**src/inc/adc_pkg.sv**
```systemverilog
package adc_pkg;
  localparam int RES_W = 10;
  localparam int TSEL_W = 3;
  localparam int TRIG_N = 8;
  localparam int PRESCALE_DIV = 2;
  localparam int HTRANS_ACTIVE = 1;
  // ---------------------------------------------
  // register map
  // ---------------------------------------------
  localparam logic [7:0] OFF_CTRL_A = 8'h00;
  localparam logic [7:0] OFF_CTRL_B = 8'h04;
  localparam logic [7:0] OFF_CHAN_REF = 8'h08;
  localparam logic [7:0] OFF_RES_LOW = 8'h0C;
  localparam logic [7:0] OFF_RES_HIGH = 8'h10;
  // control/status a
  localparam int CA_ENABLE = 0;
  localparam int CA_START = 1;
  localparam int CA_AUTO = 2;
  localparam int CA_FLAG = 3;
  localparam int CA_IRQ_EN = 4;
  // channel/reference select
  localparam int CR_CHAN_LSB = 0;
  localparam int CR_REF_LSB = 6;
  localparam int CR_LADJ = 8;
  localparam int CR_GAIN_LSB = 9;
  localparam int CH_DIFF = 5;
  localparam int CH_SECTION = 3;
  localparam logic [2:0] COMMON_NEG = 3'h1;
  localparam logic [1:0] GAIN_X1 = 2'h0;
  localparam logic [1:0] GAIN_X10 = 2'h1;
  localparam logic [1:0] GAIN_X200 = 2'h2;
  // trigger select value that means free running
  localparam logic [TSEL_W-1:0] TSEL_FREE = 3'h0;
  // ---------------------------------------------
  // conversion timing in converter clocks
  // ---------------------------------------------
  localparam logic [4:0] NORM_CONV = 5'h0D;
  localparam logic [4:0] FIRST_CONV = 5'h19;
  typedef enum logic [1:0] {ST_IDLE, ST_WAIT, ST_CONV} conv_state_e;
endpackage

```
**src/rtl/sar_adc_ctrl.sv**
```systemverilog
module sar_adc_ctrl #(
  parameter int DIVIDE = adc_pkg::PRESCALE_DIV
) (
  // clock and reset
  input wire logic clk,
  input wire logic rstn,
  // ahb-lite slave
  input wire logic hsel,
  input wire logic [31:0] haddr,
  input wire logic [1:0] htrans,
  input wire logic hwrite,
  input wire logic [2:0] hsize,
  input wire logic [31:0] hwdata,
  input wire logic hready,
  output logic hreadyout,
  output logic hresp,
  output logic [31:0] hrdata,
  // trigger sources
  input wire logic [adc_pkg::TRIG_N-1:0] trigger_in,
  // converter core
  input wire logic [adc_pkg::RES_W-1:0] core_result,
  output logic core_enable,
  output logic core_clk_tick,
  output logic core_start,
  output logic [1:0] reference_select,
  output logic [3:0] mux_positive,
  output logic [3:0] mux_negative,
  output logic amp_enable,
  output logic [1:0] amp_gain,
  // completion
  output logic conversion_irq
);
  typedef struct packed {
    logic enable;
    logic auto_trig;
    logic flag;
    logic irq_en;
    logic [adc_pkg::TSEL_W-1:0] tsel;
    logic [5:0] chan;
    logic [1:0] refsel;
    logic ladj;
    logic [1:0] gain;
    adc_pkg::conv_state_e state;
    logic [4:0] cnt;
    logic first_done;
    logic [adc_pkg::RES_W-1:0] result;
    logic locked;
    logic [5:0] act_chan;
    logic [1:0] act_ref;
    logic [1:0] act_gain;
    logic core_start;
    logic irq;
    logic wr_pend;
    logic rd_pend;
    logic [7:0] dph_addr;
    logic hreadyout;
    logic [31:0] hrdata;
  } ctrl_s;
  ctrl_s s, next_s;
  logic tick;
  logic rise;
  logic trig_start;
  logic accept;
  logic free_run;
  logic done;
  logic [4:0] conv_len;
  // ---------------------------------------------
  // prescaler and trigger front end
  // ---------------------------------------------
  conv_prescaler #(
    .DIVIDE(DIVIDE)
  ) u_presc (
    .clk(clk),
    .rstn(rstn),
    .enable(s.enable),
    .restart(trig_start),
    .tick(tick)
  );
  trigger_edge #(
    .N(adc_pkg::TRIG_N),
    .SEL_W(adc_pkg::TSEL_W)
  ) u_trig (
    .clk(clk),
    .rstn(rstn),
    .sources(trigger_in),
    .select(s.tsel),
    .rise(rise)
  );
  assign accept = hsel & hready & htrans[adc_pkg::HTRANS_ACTIVE];
  assign free_run = s.auto_trig && (s.tsel == adc_pkg::TSEL_FREE);
  // edges only count while idle and not in free running
  assign trig_start = s.enable && s.auto_trig && !free_run && rise
    && (s.state == adc_pkg::ST_IDLE);
  assign conv_len = s.first_done ? adc_pkg::NORM_CONV : adc_pkg::FIRST_CONV;
  assign done = (s.state == adc_pkg::ST_CONV) && tick
    && (s.cnt == conv_len - 5'h01);
  // ---------------------------------------------
  // next state
  // ---------------------------------------------
  always_comb begin
    logic sw_start;
    logic clr_flag;
    sw_start = 1'b0;
    clr_flag = 1'b0;
    next_s = s;
    next_s.core_start = 1'b0;
    // bus write data phase
    if (s.wr_pend) begin
      next_s.wr_pend = 1'b0;
      unique case (s.dph_addr)
        adc_pkg::OFF_CTRL_A: begin
          next_s.enable = hwdata[adc_pkg::CA_ENABLE];
          next_s.auto_trig = hwdata[adc_pkg::CA_AUTO];
          next_s.irq_en = hwdata[adc_pkg::CA_IRQ_EN];
          clr_flag = hwdata[adc_pkg::CA_FLAG];
          sw_start = hwdata[adc_pkg::CA_START] && hwdata[adc_pkg::CA_ENABLE];
        end
        adc_pkg::OFF_CTRL_B: begin
          next_s.tsel = hwdata[adc_pkg::TSEL_W-1:0];
        end
        adc_pkg::OFF_CHAN_REF: begin
          next_s.chan = hwdata[adc_pkg::CR_CHAN_LSB +: 6];
          next_s.refsel = hwdata[adc_pkg::CR_REF_LSB +: 2];
          next_s.ladj = hwdata[adc_pkg::CR_LADJ];
          next_s.gain = hwdata[adc_pkg::CR_GAIN_LSB +: 2];
        end
        default: begin
        end
      endcase
    end
    // bus read, one wait state
    if (s.rd_pend) begin
      next_s.rd_pend = 1'b0;
      next_s.hreadyout = 1'b1;
      next_s.hrdata = '0;
      unique case (s.dph_addr)
        adc_pkg::OFF_CTRL_A: begin
          next_s.hrdata[adc_pkg::CA_ENABLE] = s.enable;
          next_s.hrdata[adc_pkg::CA_START] = s.state != adc_pkg::ST_IDLE;
          next_s.hrdata[adc_pkg::CA_AUTO] = s.auto_trig;
          next_s.hrdata[adc_pkg::CA_FLAG] = s.flag;
          next_s.hrdata[adc_pkg::CA_IRQ_EN] = s.irq_en;
        end
        adc_pkg::OFF_CTRL_B: begin
          next_s.hrdata[adc_pkg::TSEL_W-1:0] = s.tsel;
        end
        adc_pkg::OFF_CHAN_REF: begin
          next_s.hrdata[adc_pkg::CR_CHAN_LSB +: 6] = s.chan;
          next_s.hrdata[adc_pkg::CR_REF_LSB +: 2] = s.refsel;
          next_s.hrdata[adc_pkg::CR_LADJ] = s.ladj;
          next_s.hrdata[adc_pkg::CR_GAIN_LSB +: 2] = s.gain;
        end
        adc_pkg::OFF_RES_LOW: begin
          next_s.hrdata[7:0] = s.ladj ? {s.result[1:0], 6'h00}
            : s.result[7:0];
          next_s.locked = 1'b1;
        end
        adc_pkg::OFF_RES_HIGH: begin
          next_s.hrdata[7:0] = s.ladj ? s.result[9:2]
            : {6'h00, s.result[9:8]};
          next_s.locked = 1'b0;
        end
        default: begin
        end
      endcase
    end
    // new address phase
    if (accept) begin
      next_s.dph_addr = haddr[7:0];
      if (hwrite) begin
        next_s.wr_pend = 1'b1;
      end else begin
        next_s.rd_pend = 1'b1;
        next_s.hreadyout = 1'b0;
      end
    end
    // conversion sequencing
    unique case (s.state)
      adc_pkg::ST_IDLE: begin
        if (sw_start || trig_start) begin
          next_s.state = adc_pkg::ST_WAIT;
        end
      end
      adc_pkg::ST_WAIT: begin
        if (tick) begin
          next_s.state = adc_pkg::ST_CONV;
          next_s.cnt = '0;
          next_s.core_start = 1'b1;
        end
      end
      adc_pkg::ST_CONV: begin
        if (tick) begin
          next_s.cnt = s.cnt + 5'h01;
        end
        if (done) begin
          if (!s.locked) begin
            next_s.result = core_result;
          end // else discarded
          next_s.first_done = 1'b1;
          next_s.cnt = '0;
          if (free_run) begin
            next_s.core_start = 1'b1;
          end else begin
            next_s.state = adc_pkg::ST_IDLE;
          end
        end
      end
    endcase
    // settings follow software only while enabled and either not converting or in the cycle a conversion completes
    if (s.enable && (s.state != adc_pkg::ST_CONV || done)) begin
      next_s.act_chan = next_s.chan;
      next_s.act_ref = next_s.refsel;
      next_s.act_gain = next_s.gain;
    end
    // flag: set wins over clear
    if (clr_flag) begin
      next_s.flag = 1'b0;
    end
    if (done) begin
      next_s.flag = 1'b1;
    end
    if (!next_s.enable) begin
      next_s.state = adc_pkg::ST_IDLE;
      next_s.cnt = '0;
      next_s.first_done = 1'b0;
      next_s.core_start = 1'b0;
    end
    next_s.irq = next_s.flag && next_s.irq_en;
  end
  always_ff @(posedge clk or negedge rstn) begin
    if (!rstn) begin
      s <= '0;
      s.hreadyout <= 1'b1;
    end else begin
      s <= next_s;
    end
  end
  // ---------------------------------------------
  // outputs
  // ---------------------------------------------
  assign hreadyout = s.hreadyout;
  assign hresp = 1'b0;
  assign hrdata = s.hrdata;
  assign core_enable = s.enable;
  assign core_clk_tick = tick;
  assign core_start = s.core_start;
  assign reference_select = s.act_ref;
  assign mux_positive = s.act_chan[3:0];
  assign mux_negative = {s.act_chan[adc_pkg::CH_SECTION], adc_pkg::COMMON_NEG};
  assign amp_enable = s.act_chan[adc_pkg::CH_DIFF];
  assign amp_gain = s.act_gain;
  assign conversion_irq = s.irq;
endmodule

```
**src/rtl/conv_prescaler.sv**
```systemverilog
module conv_prescaler #(
  parameter int DIVIDE = adc_pkg::PRESCALE_DIV
) (
  // clock and reset
  input wire logic clk,
  input wire logic rstn,
  // control
  input wire logic enable,
  input wire logic restart,
  // converter clock pulse
  output logic tick
);
  localparam int W = $clog2(DIVIDE) + 1;
  localparam logic [W-1:0] LAST = W'(DIVIDE - 1);
  typedef struct packed {
    logic [W-1:0] cnt;
    logic tick;
  } presc_s;
  presc_s s, next_s;
  always_comb begin
    next_s = s;
    next_s.tick = 1'b0;
    if (!enable || restart) begin
      next_s.cnt = '0;
    end else if (s.cnt == LAST) begin
      next_s.cnt = '0;
      next_s.tick = 1'b1;
    end else begin
      next_s.cnt = s.cnt + W'(1);
    end
  end
  always_ff @(posedge clk or negedge rstn) begin
    if (!rstn) begin
      s <= '0;
    end else begin
      s <= next_s;
    end
  end
  assign tick = s.tick;
endmodule

```
**src/rtl/trigger_edge.sv**
```systemverilog
module trigger_edge #(
  parameter int N = adc_pkg::TRIG_N,
  parameter int SEL_W = adc_pkg::TSEL_W
) (
  // clock and reset
  input wire logic clk,
  input wire logic rstn,
  // trigger sources
  input wire logic [N-1:0] sources,
  input wire logic [SEL_W-1:0] select,
  // rising edge pulse
  output logic rise
);
  typedef struct packed {
    logic meta;
    logic sync;
    logic prev;
  } edge_s;
  edge_s s, next_s;
  always_comb begin
    next_s = s;
    next_s.meta = sources[select];
    next_s.sync = s.meta;
    next_s.prev = s.sync;
  end
  always_ff @(posedge clk or negedge rstn) begin
    if (!rstn) begin
      s <= '0;
    end else begin
      s <= next_s;
    end
  end
  assign rise = s.sync & ~s.prev;
endmodule

```
**config.mk**
```make
export PLATFORM = sky130hd
export DESIGN_NAME = sar_adc_ctrl
export DESIGN_NICKNAME = d
export VERILOG_FILES = /design/src/inc/adc_pkg.sv /design/src/rtl/sar_adc_ctrl.sv /design/src/rtl/conv_prescaler.sv /design/src/rtl/trigger_edge.sv
export SDC_FILE = /design/constraint.sdc
export NUM_CORES = 1
export LEC_CHECK = 0
export CAP_MARGIN = 20
export CORE_AREA = 2 2 102 104
export DETAILED_ROUTE_END_ITERATION = 7
export DIE_AREA = 0 0 104 106
export DONT_BUFFER_PORTS = 1
export PLACE_DENSITY = 0.5
export REMOVE_ABC_BUFFERS = 1
export SKIP_LAST_GASP = 1
export SLEW_MARGIN = 25
export SYNTH_ARGS = -nofsm -noshare
export SYNTH_HDL_FRONTEND = slang
export SYNTH_HIERARCHICAL = 1
export SYNTH_SLANG_ARGS = --single-unit
```
**constraint.sdc**
```tcl
create_clock -name clk -period 3.9 [get_ports clk]
set_input_delay 0.39 -clock clk [delete_from_list [all_inputs] [get_ports clk]]
set_output_delay 0.39 -clock clk [all_outputs]
set_load 0.01 [all_outputs]
```
---- Word level (Yosys, flattened, before mapping) ----
Cells that the tools add are included.
cells by class
  $add $sub $neg .......................... 3
  multipliers ............................. 0
  divide/modulo/power cells ............... 0
  order comparisons ....................... 1
  equal/unequal tests ..................... 17
  shift operators ......................... 0
  multiplexer cells ....................... 46
  bitwise logic cells ..................... 5
  reduce and logical (&&, ||, !) cells .... 28
operators with widths
  kind                  count
  $mux W11              3
  $mux W33              1
  $mux W8               3
  $mux W18              1
  $mux W1               17
  $eq A8 B4 Y1 const B  2
  $mux W15              1
  $pmux W3 S5           1
  $mux W2               6
  $logic_and A1 B1 Y1   10
  $mux W10              1
  $mux W5               2
  $pmux W5 S2           1
  $reduce_and A2 Y1     5
  $pmux W3 S3           1
  $eq A8 B3 Y1 const B  1
  $eq A8 B5 Y1 const B  1
  $logic_not A8 Y1      1
  $pmux W2 S4           1
  $mux W7               1
  $mux W3               2
  $ne A3 B2 Y1 const B  2
  $ne A3 B3 Y1 const B  2
  $pmux W2 S3           1
  22 further kinds      33
word-level totals
  flip-flop bits (word level) ............. 77
  latch bits .............................. 0
  memory bits (writable) .................. 0
  memory bits (read-only) ................. 0
  output and inout port bits .............. 51
  memories kept ........................... 0

---- Depth between registers and ports, before layout ----
  depth after elaboration ................. 10
  gate-level depth with buffers ........... 8

---- Modules after synthesis ----
Netlist, hierarchy kept.
modules (own cells, without submodules)
  module          times used  cells an instance  area each (sq um)
  sar_adc_ctrl    1           330                3637.2
  trigger_edge    1           7                  145.1
  conv_prescaler  1           6                  107.6

---- Worst setup path before layout ----
OpenSTA, ideal clock, no wires.
  path type ............................... reg2reg
  from .................................... register s[40] (netlist name)
  to ...................................... register s (netlist bit amp_enable)
  library setup time ...................... 0.125 ns
  arrival time ............................ 2.004 ns
  data required time ...................... 3.775 ns
  setup slack ............................. 1.771 ns
  stages on the path, launching flop included .. 8
  buffers on the path ..................... 2
  period minus slack after synthesis ...... 2.129 ns
  cell sequence ........................... dfrtp_1 or4_1 buf_2 nor4_4 nand2_2 buf_6 mux2_4 mux2_2
RTL lines
  element                 RTL line             source
  from (decl)             sar_adc_ctrl.sv:59   ctrl_s s, next_s;
  from (signal assigned)  sar_adc_ctrl.sv:235  s <= next_s;

---- Worst setup path after layout ----
  from .................................... register s[69] (netlist name)
  to ...................................... register s[61] (netlist name)
on the way
  cells in the longest elaborated chain, start to end .. 3
ends and longest elaborated chain
  element                      RTL line            source
  $eq A5 B5 Y1                 sar_adc_ctrl.sv:96  && (s.cnt == conv_len - 5'h01);
  $logic_and A1 B1 Y1          sar_adc_ctrl.sv:96
  $reduce_and A3 Y1 (no line)  n/a
Every way passes these cells.
A chain may end at the register's enable or synchronous reset.

==> flow_metrics.env <==
export IMPL_place_inst=449
export IMPL_worstPathRequired_ns=4.14
export IMPL_nets=423
export IMPL_critical_path_max_fanout=10
export IMPL_antenna_found_initial=0
export IMPL_rr_endpoint="s[61]"
export IMPL_dp_hpwl_um=5758
export IMPL_synth_area_um2=3890
export IMPL_slew_headroom=0.4104
export IMPL_setup_viol=0
export IMPL_place_congestion=0.7353
export IMPL_cts_buffers=9
export IMPL_ir_drop_v=0.0002755
export IMPL_slowest_delay_ns=0.46
export IMPL_cp_cell_sequence="or3b_2 -> a21oi_1 -> and2_0 -> nor2b_1 -> buf_4 -> mux2_2"
export IMPL_clock_sinks=76
export IMPL_p_leak_uw=0.001764
export IMPL_r2r_start="s[69]"
export IMPL_antenna_cells=0
export IMPL_post_cts_buffers=0
export IMPL_drive_gt1_frac=0.1964
export IMPL_firstDrtPassIters=4
export IMPL_die_area_um2=11020
export IMPL_placementRows=37
export IMPL_worst_path_buf_inv=1
export IMPL_place_port_buffers=0
export IMPL_max_cap_violations=0
export IMPL_timing_final_crit_share=0.6266
export IMPL_remaining_drc_errors=0
export IMPL_fillCellCount=997
export IMPL_min_delay_path_depth=1
export IMPL_multi_input_area_um2=1625
export IMPL_status="completed"
export IMPL_hold_path_class="in2reg"
export IMPL_final_common_cell="dfrtp_1"
export IMPL_rsz0062_at_grt="no"
export IMPL_layout_area_overhead_vs_synth_pct=2.766
export IMPL_tns_ns=0
export IMPL_clock_skew_ns=0.009147
export IMPL_tightest_slew_ns=0.8764
export IMPL_rrSetupSlack_ns=1.46
export IMPL_cts_root_buf="clkbuf_8"
export IMPL_grt_overflow=0
export IMPL_layout_common_cells="dfrtp_1 (75), mux2_2 (36), conb_1 (25)"
export IMPL_min_from="hwrite"
export IMPL_cpMaxStageDelayCell="or3b_2"
export IMPL_grt_util_all_layers=0.1576
export IMPL_cts_resized=0
export IMPL_grt_pass1_vias=2408
export IMPL_clockBufferDepth=2
export IMPL_ant_nets=0
export IMPL_start_kind="register"
export IMPL_power_density_nw_per_um2=448.9
export IMPL_die_y_um=106
export IMPL_initial_core_util=0.3890
export IMPL_hold_end="s[41]"
export IMPL_syn_instance_count=343
export IMPL_syn_area_per_cell_um2=11.34
export IMPL_final_core_util=0.3998
export IMPL_criticalPathCategory="reg2reg"
export IMPL_grt_pass1_wl_um=13410
export IMPL_synth_seq_cells=76
export IMPL_finalHoldViolations=0
export IMPL_crit_arrival_ns=2.68
export IMPL_critPathTopFamily="simple AND/OR/NAND/NOR gates"
export IMPL_vias=2405
export IMPL_clk_pin_slew_ns=0.07
export IMPL_finalCriticalPeriod_ns=2.444
export IMPL_drtIter0Drc=163
export IMPL_wl_per_cell_um=17.83
export IMPL_die_w_um=104
export IMPL_clock_latency_ns=0.35
export IMPL_slew_violations=0
export IMPL_yosysSeqAreaShare=0.4892
export IMPL_cts_tree="yes"
export IMPL_crit_start="s[69]"
export IMPL_routed_wl_um=8325
export IMPL_synth_distinct_cells=51
export IMPL_max_clock_freq_mhz=409.2
export IMPL_yosys_warnings=6
export IMPL_boundaryPins=143
export IMPL_core_um2=10000
export IMPL_vias_per_cell=5.150
export IMPL_cts_max_level=3
export IMPL_register_area_um2=1903
export IMPL_final_cells=467
export IMPL_endpoint_kind="register"
export IMPL_grt_max_degree=77
export IMPL_rr_worst_depth=6
## synthesized netlist by cell type, drive strengths merged
master	n	area, um2
a22o	6	52.55
o2bb2ai	4	35.03
or3b	1	8.760
nand4b	2	17.52
buf	48	361.6
nor3	3	20.02
and4bb	2	25.02
mux4	2	52.55
o21a	2	15.01
mux2	44	525.5
a32o	1	10.01
a311oi	1	8.760
conb	2	7.510
o21ai	13	65.06
ha	5	62.56
a221oi	4	35.03
nor2	21	78.83
a21oi	10	50.05
nand4	3	18.77
mux2i	5	50.05
a21o	1	7.510
nand3	13	65.06
nand2b	4	25.02
dfrtp	75	1877
a41oi	1	8.760
o31ai	1	7.510
nor3b	2	15.01
o22ai	2	12.51
inv	17	63.81
nor2b	3	18.77
a2bb2oi	1	8.760
nand2	15	58.81
xor2	1	8.760
nand3b	1	7.510
a32oi	2	17.52
or4	1	7.510
a41o	1	10.01
nor4	4	40.04
a22oi	4	30.03
and2	1	6.260
a31oi	2	12.51
dfstp	1	26.28
a211oi	1	7.510
and3	4	25.02
clkbuf	6	22.52
## metal layers
metal | share of wire | global-route usage | wire (um) | up-vias
met5 | 0 | 0 | 0 | -
met4 | 0.012 | 0.04923 | 102 | 0
met3 | 0.078 | 0.06193 | 646 | 9
met2 | 0.47 | 0.2523 | 3922 | 91
met1 | 0.44 | 0.1967 | 3653 | 1182
li1 | - | - | - | 1123
## layout make-up
| type | instances | share of cell area |
|---|---|---|
| flip-flops and latches | 76 | 0.4761 |
| multi-input cells | 219 | 0.4066 |
| well taps | 136 | 0.04257 |
| clock buffers | 14 | 0.03818 |
| inverters | 17 | 0.01596 |
| repair buffers | 3 | 0.01127 |
| clock inverters | 2 | 0.009390 |
## worst max path at each step
| stage | end | slack [ns] | cells after the start |
|---|---|---|---|
| after floorplan | s[56] | 1.49 | 5 |
| after global routing | core_start | 1.28 | 5 |
| after global placement | s[63] | 1.51 | 6 |
| final | s[61] | 1.46 | 6 |
| after CTS | s[64] | 1.45 | 6 |
| after detailed placement | s[60] | 1.47 | 6 |
## per-stage QoR
stage | power [uW] | hold slack [ns] | worst slack (ns) | area (um2)
after floorplan | 1133 | 0.09441 | 1.492 | 3592
after global placement | 1196 | 0.09814 | 1.514 | 3770
after detailed placement | 1201 | 0.09854 | 1.471 | 3770
after CTS | 1822 | 0.09079 | 1.448 | 3998
after global routing | 1889 | 0.09923 | 1.275 | 3998
final | 1794 | 0.1136 | 1.456 | 3998
## power by group
group          internal [uW]  switching, uW
sequential               861            103
combinational            109            130
clock                    315            275
## flip-flops by register name, indices dropped and copies added, names as in the netlist, named ones only
signal / cells
amp_gain: 2
hrdata: 11
core_enable: 1
conversion_irq: 1
mux_positive: 3
u_trig/next_s: 2
reference_select: 2
mux_negative: 1
hreadyout: 1
amp_enable: 1
u_presc/s: 2
s: 45
core_start: 1
u_presc/tick: 1
u_trig/s: 1
## worst register-to-register path: cells and delay by family (launching register included)
family | cells | cell delay (ns)
simple gates | 3 | 1.02
compound gates | 1 | 0.32
flops | 1 | 0.44
buf+inv | 1 | 0.20
mux | 1 | 0.35
## logic make-up after synthesis
| logic type | after synthesis | synth area share |
|---|---|---|
| compound gates | 57 | 0.1013 |
| simple gates | 80 | 0.1126 |
| buf+inv | 71 | 0.1151 |
| flops | 76 | 0.4892 |
| mux | 51 | 0.1615 |
| xor+xnor | 1 | 0.002252 |
| fa+ha+maj | 5 | 0.01608 |
| other cells | 2 | 0.001931 |
## timing repair
| action | in CTS | in global routing |
|---|---|---|
| hold buffers | 2 | 0 |
| endpoints found under the setup margin | 0 | 0 |
| endpoints found under the hold margin | 76 | 0 |
Note: power is estimated with default switching activity, not from simulation.
